<file path="config.mk">
export PLATFORM = sky130hd
export DESIGN_NAME = pcd_dividers
export DESIGN_NICKNAME = d
export VERILOG_FILES = /design/src/pcd_pkg.sv /design/src/pcd_dividers.sv
export SDC_FILE = /design/constraint.sdc
export NUM_CORES = 1
export LEC_CHECK = 0
export BUFFER_PORTS_ARGS = -buffer_cell sky130_fd_sc_hd__buf_2
export CORE_ASPECT_RATIO = 2
export CORE_MARGIN = 10
export CORE_UTILIZATION = 35
export DETAILED_ROUTE_END_ITERATION = 12
export GPL_TIMING_DRIVEN = 1
export HOLD_SLACK_MARGIN = 0.02
export PLACE_DENSITY = 0.58
export SLEW_MARGIN = 20
export SYNTH_ARGS = -nofsm -noshare
export SYNTH_HDL_FRONTEND = slang
export SYNTH_SLANG_ARGS = --single-unit
</file>
<file path="constraint.sdc">
create_clock -name ref_clk -period 1.9 [get_ports ref_clk]
set_input_delay 0.475 -clock ref_clk [delete_from_list [all_inputs] [get_ports ref_clk]]
set_output_delay 0.475 -clock ref_clk [all_outputs]
set_load 0.01 [all_outputs]
</file>
<file path="src/pcd_pkg.sv">
/*
 * pcd_pkg: constants and types for the clock divider block.
 * Assumes 16-bit registers at word addresses on a plain register port.
 */
package pcd_pkg;

   // register addresses
   localparam logic [15:0] PATH_SEL_ADDR = 16'h1C80;
   localparam logic [15:0] MULT_ADDR = 16'h1C88;
   localparam logic [15:0] PRESCALE_ADDR = 16'h1C8A;
   localparam logic [15:0] SYS_ONE_ADDR = 16'h1C8C;
   localparam logic [15:0] SYS_TWO_ADDR = 16'h1C8E;

   // field layout
   localparam int ENABLE_BIT = 15;
   localparam int RATIO_MSB = 4;
   localparam int RATIO_LSB = 0;
   localparam int PATH_BIT = 0;

   // reset values
   localparam logic RST_ENABLE = 1'b1;
   localparam logic [4:0] RST_PRESCALE_RATIO = 5'h00;
   localparam logic [4:0] RST_SYS_RATIO = 5'h03;
   localparam logic RST_PATH_SEL = 1'b0;
   localparam logic [4:0] RST_MULT = 5'h00;

   // legal codes
   localparam logic [4:0] SYS_DIV1 = 5'h00;
   localparam logic [4:0] SYS_DIV2 = 5'h01;
   localparam logic [4:0] SYS_DIV4 = 5'h03;
   localparam logic [4:0] MULT_MIN = 5'h02;
   localparam logic [4:0] MULT_MAX = 5'h0F;

   typedef struct packed {
      logic enable;
      logic [4:0] ratio;
   } pcd_ctrl_type;

   typedef struct packed {
      logic [4:0] cnt;
      logic [4:0] ratio;
      logic tick;
   } pcd_div_type;

endpackage : pcd_pkg

</file>
<file path="src/pcd_dividers.sv">
/*
 * pcd_dividers: prescaler and two system-clock post-dividers with their
 * control registers. Each divided clock leaves as a one-cycle enable pulse
 * on ref_clk. Assumes pll_tick comes from logic on ref_clk (no sync needed)
 * and that the register master follows the one-cycle strobe protocol.
 */
`timescale 1ns/1ns
`default_nettype none

module pcd_dividers (
   // clock and reset
   input wire logic ref_clk,
   input wire logic rst_n,
   // register port
   input wire logic [15:0] reg_addr,
   input wire logic [15:0] reg_wr_data,
   input wire logic reg_wr,
   input wire logic reg_rd,
   output logic [15:0] reg_rd_data,
   // pll interface
   input wire logic pll_tick,
   output logic pll_path_select,
   output logic [4:0] pll_multiplier_code,
   // divided clock enables
   output logic prescaler_tick,
   output logic first_system_clock,
   output logic second_system_clock
);

   pcd_pkg::pcd_ctrl_type pre_ctrl_r;
   pcd_pkg::pcd_ctrl_type one_ctrl_r;
   pcd_pkg::pcd_ctrl_type two_ctrl_r;
   logic path_sel_r;
   logic [4:0] mult_r;
   logic [15:0] rd_data_r;
   pcd_pkg::pcd_div_type pre_r;
   pcd_pkg::pcd_div_type one_r;
   pcd_pkg::pcd_div_type two_r;
   logic sys_src_tick;
   logic [4:0] wr_ratio;
   logic wr_en_bit;

   assign wr_ratio = reg_wr_data[pcd_pkg::RATIO_MSB:pcd_pkg::RATIO_LSB];
   assign wr_en_bit = reg_wr_data[pcd_pkg::ENABLE_BIT];

   // one divider step; the ratio is reloaded only at the wrap or while disabled so a change
   // never shortens the period that is under way
   function automatic pcd_pkg::pcd_div_type div_step(
      input pcd_pkg::pcd_div_type cur,
      input pcd_pkg::pcd_ctrl_type ctrl,
      input logic src);
      pcd_pkg::pcd_div_type nxt;
      nxt = cur;
      nxt.tick = 1'b0;
      if (!ctrl.enable) begin
         nxt.cnt = 5'h00;
         nxt.ratio = ctrl.ratio;
      end else if (src) begin
         if (cur.cnt >= cur.ratio) begin
            nxt.cnt = 5'h00;
            nxt.tick = 1'b1;
            nxt.ratio = ctrl.ratio;
         end else begin
            nxt.cnt = cur.cnt + 5'h01;
         end
      end
      return nxt;
   endfunction : div_step

   function automatic logic sys_code_ok(input logic [4:0] code);
      return (code == pcd_pkg::SYS_DIV1) || (code == pcd_pkg::SYS_DIV2) ||
             (code == pcd_pkg::SYS_DIV4);
   endfunction : sys_code_ok

   function automatic logic [15:0] ctrl_word(input pcd_pkg::pcd_ctrl_type c);
      return {c.enable, 10'h000, c.ratio};
   endfunction : ctrl_word

   // prescaler control
   always_ff @(posedge ref_clk) begin
      if (!rst_n) begin
         pre_ctrl_r.enable <= pcd_pkg::RST_ENABLE;
         pre_ctrl_r.ratio <= pcd_pkg::RST_PRESCALE_RATIO;
      end else if (reg_wr && reg_addr == pcd_pkg::PRESCALE_ADDR) begin
         pre_ctrl_r.enable <= wr_en_bit;
         pre_ctrl_r.ratio <= wr_ratio;
      end
   end

   // first system divider control; reserved ratio codes are not stored
   always_ff @(posedge ref_clk) begin
      if (!rst_n) begin
         one_ctrl_r.enable <= pcd_pkg::RST_ENABLE;
         one_ctrl_r.ratio <= pcd_pkg::RST_SYS_RATIO;
      end else if (reg_wr && reg_addr == pcd_pkg::SYS_ONE_ADDR) begin
         one_ctrl_r.enable <= wr_en_bit;
         if (sys_code_ok(wr_ratio)) begin
            one_ctrl_r.ratio <= wr_ratio;
         end
      end
   end

   // second system divider control
   always_ff @(posedge ref_clk) begin
      if (!rst_n) begin
         two_ctrl_r.enable <= pcd_pkg::RST_ENABLE;
         two_ctrl_r.ratio <= pcd_pkg::RST_SYS_RATIO;
      end else if (reg_wr && reg_addr == pcd_pkg::SYS_TWO_ADDR) begin
         two_ctrl_r.enable <= wr_en_bit;
         if (sys_code_ok(wr_ratio)) begin
            two_ctrl_r.ratio <= wr_ratio;
         end
      end
   end

   // path select and multiplier
   always_ff @(posedge ref_clk) begin
      if (!rst_n) begin
         path_sel_r <= pcd_pkg::RST_PATH_SEL;
         mult_r <= pcd_pkg::RST_MULT;
      end else if (reg_wr) begin
         if (reg_addr == pcd_pkg::PATH_SEL_ADDR) begin
            path_sel_r <= reg_wr_data[pcd_pkg::PATH_BIT];
         end else if (reg_addr == pcd_pkg::MULT_ADDR) begin
            if (wr_ratio >= pcd_pkg::MULT_MIN &&
                wr_ratio <= pcd_pkg::MULT_MAX) begin
               mult_r <= wr_ratio;
            end
         end
      end
   end

   // read port: data stand in the cycle after the strobe only
   always_ff @(posedge ref_clk) begin
      if (!rst_n) begin
         rd_data_r <= 16'h0000;
      end else if (!reg_rd) begin
         rd_data_r <= 16'h0000;
      end else if (reg_addr == pcd_pkg::PRESCALE_ADDR) begin
         rd_data_r <= ctrl_word(pre_ctrl_r);
      end else if (reg_addr == pcd_pkg::SYS_ONE_ADDR) begin
         rd_data_r <= ctrl_word(one_ctrl_r);
      end else if (reg_addr == pcd_pkg::SYS_TWO_ADDR) begin
         rd_data_r <= ctrl_word(two_ctrl_r);
      end else if (reg_addr == pcd_pkg::PATH_SEL_ADDR) begin
         rd_data_r <= {15'h0000, path_sel_r};
      end else if (reg_addr == pcd_pkg::MULT_ADDR) begin
         rd_data_r <= {11'h000, mult_r};
      end else begin
         rd_data_r <= 16'h0000;
      end
   end

   // source mux in front of the post-dividers
   assign sys_src_tick = path_sel_r ? pll_tick : 1'b1;

   // divider counters; every system clock goes through its divider
   always_ff @(posedge ref_clk) begin
      if (!rst_n) begin
         pre_r <= '0;
         one_r <= '0;
         two_r <= '0;
      end else begin
         pre_r <= div_step(pre_r, pre_ctrl_r, 1'b1);
         one_r <= div_step(one_r, one_ctrl_r, sys_src_tick);
         two_r <= div_step(two_r, two_ctrl_r, sys_src_tick);
      end
   end

   assign reg_rd_data = rd_data_r;
   assign pll_path_select = path_sel_r;
   assign pll_multiplier_code = mult_r;
   assign prescaler_tick = pre_r.tick;
   assign first_system_clock = one_r.tick;
   assign second_system_clock = two_r.tick;

endmodule : pcd_dividers

`default_nettype wire

</file>
==> flow_summary_export.csv <==
group,metric,value,unit
setup_path,critPathLaunchType,"flop",
status,status,"completed",
timing,slew_violations,0,
setup_path,rr_endpoint,"pre_r[3]$_SDFFE_PN0P_",
global_route,grt_first_pass_wirelength,12600,microns
final_layout,nets,450,
floorplanning,core_area,8890,sq um
timing,rsz0062_at_grt,"false",
clocking,cts_tree,"yes",
global_route,antenna_found_initial,0,
final_layout,mostFrequentLayoutCell,"dfxtp_1",
detailed_routing,ant_nets,0,
pwr,comb_power_share,19.7,%
pwr,clockPowerShare,43.3,%
setup_path,end_kind,"flop",
placement,dp_hpwl,6050,microns
clocking,cts_sinks,63,
pwr,leakage,1.67,nW
hold_path,hp-class,"in -> reg",
global_route,grt_use_total,11.9,%
final_layout,nFillCells,854,
logic_synthesis,yosysUniqueCellTypes,49,
timing,whs,0.436,ns
global_route,grt_overflow,0,
floorplanning,die_x,87.3,microns
setup_path,r2r_cells,7,
pwr,p_switching,1.02,mW
detailed_routing,drc,0,
global_route,grtUsageMet3,3.73,%
setup_path,worstSetupEndpoint,"pre_r[3]$_SDFFE_PN0P_",
final_layout,final_core_util,43.8,%
clocking,insertion_delay,0.33,ns
timing,timing.final.crit_period,1.81,ns
clocking,postCtsHoldBufs,0,
final_layout,multi_input_area,1740,sq um
global_route,grt.busiest_layer,"met2",
clocking,cts_buffer_depth,2,
detailed_routing,post_drt_wl_per_cell,15.2,microns
pwr,vdd_drop_max,578,uV
floorplanning,fp.dieH,155,microns
logic_synthesis,synth_area_leaders,"dfxtp_1 40%, mux2i_1 11%, ha_1 7.1%, nand2_1 5.8%, buf_4 2.4%",
detailed_routing,firstDrtPassIters,4,
floorplanning,initial_core_util,35.6,%
detailed_routing,via_per_inst,5.00,
detailed_routing,vias,2504,
clocking,cts_buffers,9,
logic_synthesis,ys_ff_latch,63,
detailed_routing,wl,7640,microns
final_layout,final_cell_area,3890,sq um
final_layout,syn2layout_area_growth,22.8,%
global_route,grt_use_met2,22.0,%
pwr,p_seq_share,37.0,%
global_route,use_met1,10.5,%
placement,gp_congestion,0.795,
final_layout,diodes,0,
timing,skew,0.00580,ns
floorplanning,rows,49,
setup_path,r2r_setup_slack,0.09,ns
logic_synthesis,ys_seq_area_share,39.8,%
setup_path,crit_fanout,4,
logic_synthesis,yosysWarnings,0,
setup_path,required,2.16,ns
clocking,cts-htree-levels,3,
pwr,netSwitchingFraction,25.6,%
logic_synthesis,yosys.area.top_type,"dfxtp_1",
final_layout,drive_gt1_share,22.8,%
logic_synthesis,syn-cell-area,3170,sq um
job,drv_cap,0,
timing,finalSetupViolCount,0,
final_layout,layout_common_cells,"61 x dfxtp_1, 49 x nand2_1, 41 x buf_2",
detailed_routing,drt_iter0_drc,83,
setup_path,worst-setup-path-type,"reg -> reg",
pwr,p_per_area,1030,nW/um^2
logic_synthesis,synth_top_cell_area_share,39.8,%
setup_path,setup.worst_path.start,"pre_r[4]$_SDFFE_PN0P_",
placement,portBuffers,41,
final_layout,seqCellArea,1260,sq um
timing,fin_crit_sh,95.5,%
floorplanning,io_pins,62,
clocking,clkTransAtPathRegs,0.05,ns
setup_path,r2r-start,"pre_r[4]$_SDFFE_PN0P_",
global_route,grt_max_degree,60,
global_route,grt_pass1_vias,2673,
floorplanning,die-area,13500,sq um
logic_synthesis,syn_avg_cell_area,9.34,sq um
pwr,p_int,2.97,mW
timing,hold_viol_final,0,
clocking,cts_root_buf,"clkbuf_16",
timing,fmax,551,MHz
placement,placed_area,3560,sq um
logic_synthesis,synthCells,339,
setup_path,critPathArrivalTime,2.07,ns
## sequential cells by signal, indices dropped and copies added, names as in the netlist, 5 cells and up
register and cells:
one_ctrl_r 6, reg_rd_data 6, pre_ctrl_r 6, pre_r 10, two_r 10, pll_multiplier_code 5
two_ctrl_r 6, one_r 10
## power groups by stage
stage / combinational, mW / sequential (mW) / clock [mW]
floorplan: 0.595 / 1.50 / 0
global placement: 0.778 / 1.50 / 0
detailed placement: 0.794 / 1.51 / 0
CTS: 0.803 / 1.48 / 1.77
global route: 0.901 / 1.49 / 1.80
finish: 0.786 / 1.48 / 1.73
## timing repair
item                                    in CTS  in global routing
pin swaps                                    0                  3
endpoints found under the setup margin       5                  7
gates resized for setup                      1                  3
setup buffers                                0                  0
## worst min path at each step
stage                                      end                        from  slack (ns)  cells past startpoint
global route        pre_ctrl_r[4]$_SDFFE_PN0P_              reg_wr_data[4]        0.44                      3
global placement         two_r[2]$_SDFFE_PN0P_       two_r[2]$_SDFFE_PN0P_        0.45                      2
CTS                 pre_ctrl_r[4]$_SDFFE_PN0P_              reg_wr_data[4]        0.43                      3
finish              pre_ctrl_r[4]$_SDFFE_PN0P_              reg_wr_data[4]        0.44                      3
detailed placement       one_r[2]$_SDFFE_PN0P_       one_r[2]$_SDFFE_PN0P_        0.45                      2
floorplan           two_ctrl_r[2]$_SDFFE_PN0P_  two_ctrl_r[2]$_SDFFE_PN0P_        0.43                      2
## worst max-delay path, cell delays in order (launching register included)
cell and delay (ns):
dfxtp_2 0.35, inv_2 0.05, ha_4 0.21, or4b_1 0.53
o31a_1 0.15, o41ai_4 0.07, buf_4 0.21, mux2i_1 0.18
## synth_stat cells, drive strengths merged
library cell  count
dfxtp            63
nand2            49
mux2i            35
inv              20
ha               18
nor2             16
buf              14
nand4            11
clkbuf           10
o21ai            10
nand3             9
a211oi            8
a21oi             8
xor2              7
and3              6
a31oi             5
nand2b            5
nor2b             5
nor3              5
and2              4
o22ai             4
xnor2             4
and4              3
nor3b             3
a21bo             2
and4bb            2
nor4              2
and4b             1
conb              1
mux4              1
nand3b            1
nand4b            1
nor4b             1
o21a              1
o31a              1
o31ai             1
o41ai             1
or4b              1
## kinds of logic after synthesis
logic type | count (synthesis) | share of synthesized area, %
simple gates | 125 | 22.2
buf+inv | 44 | 6.76
mux | 36 | 11.8
fa+ha+maj | 18 | 7.11
other cells | 1 | 0.118
compound gates | 41 | 9.17
xor+xnor | 11 | 3.04
flops | 63 | 39.8
## stage by stage
step	std cells	setup WS, ns	power [mW]	setup TNS [ns]
global route	501	0.00703	4.19	0
finish	501	0.0858	3.99	0
detailed placement	486	-0.0368	2.30	-0.0747
CTS	501	0.000743	4.05	0
floorplan	348	0.194	2.10	0
global placement	486	0.00914	2.28	0
## per-layer routing
metal  vias to the layer above  wire, microns
met5                         -              0
met2                        51           4330
met4                         0            306
met1                      1160           2670
met3                        19            326
li1                       1274              -
## area by class of cell
| cell class | instances | area share (%) |
|---|---|---|
| clock buffers | 11 | 6.24 |
| clock inverters | 4 | 1.80 |
| flip-flops and latches | 63 | 32.5 |
| repair buffers | 60 | 9.59 |
| multi-input cells | 241 | 44.7 |
| well taps | 102 | 3.28 |
| inverters | 20 | 1.93 |
(Power assumes the default switching activity.)
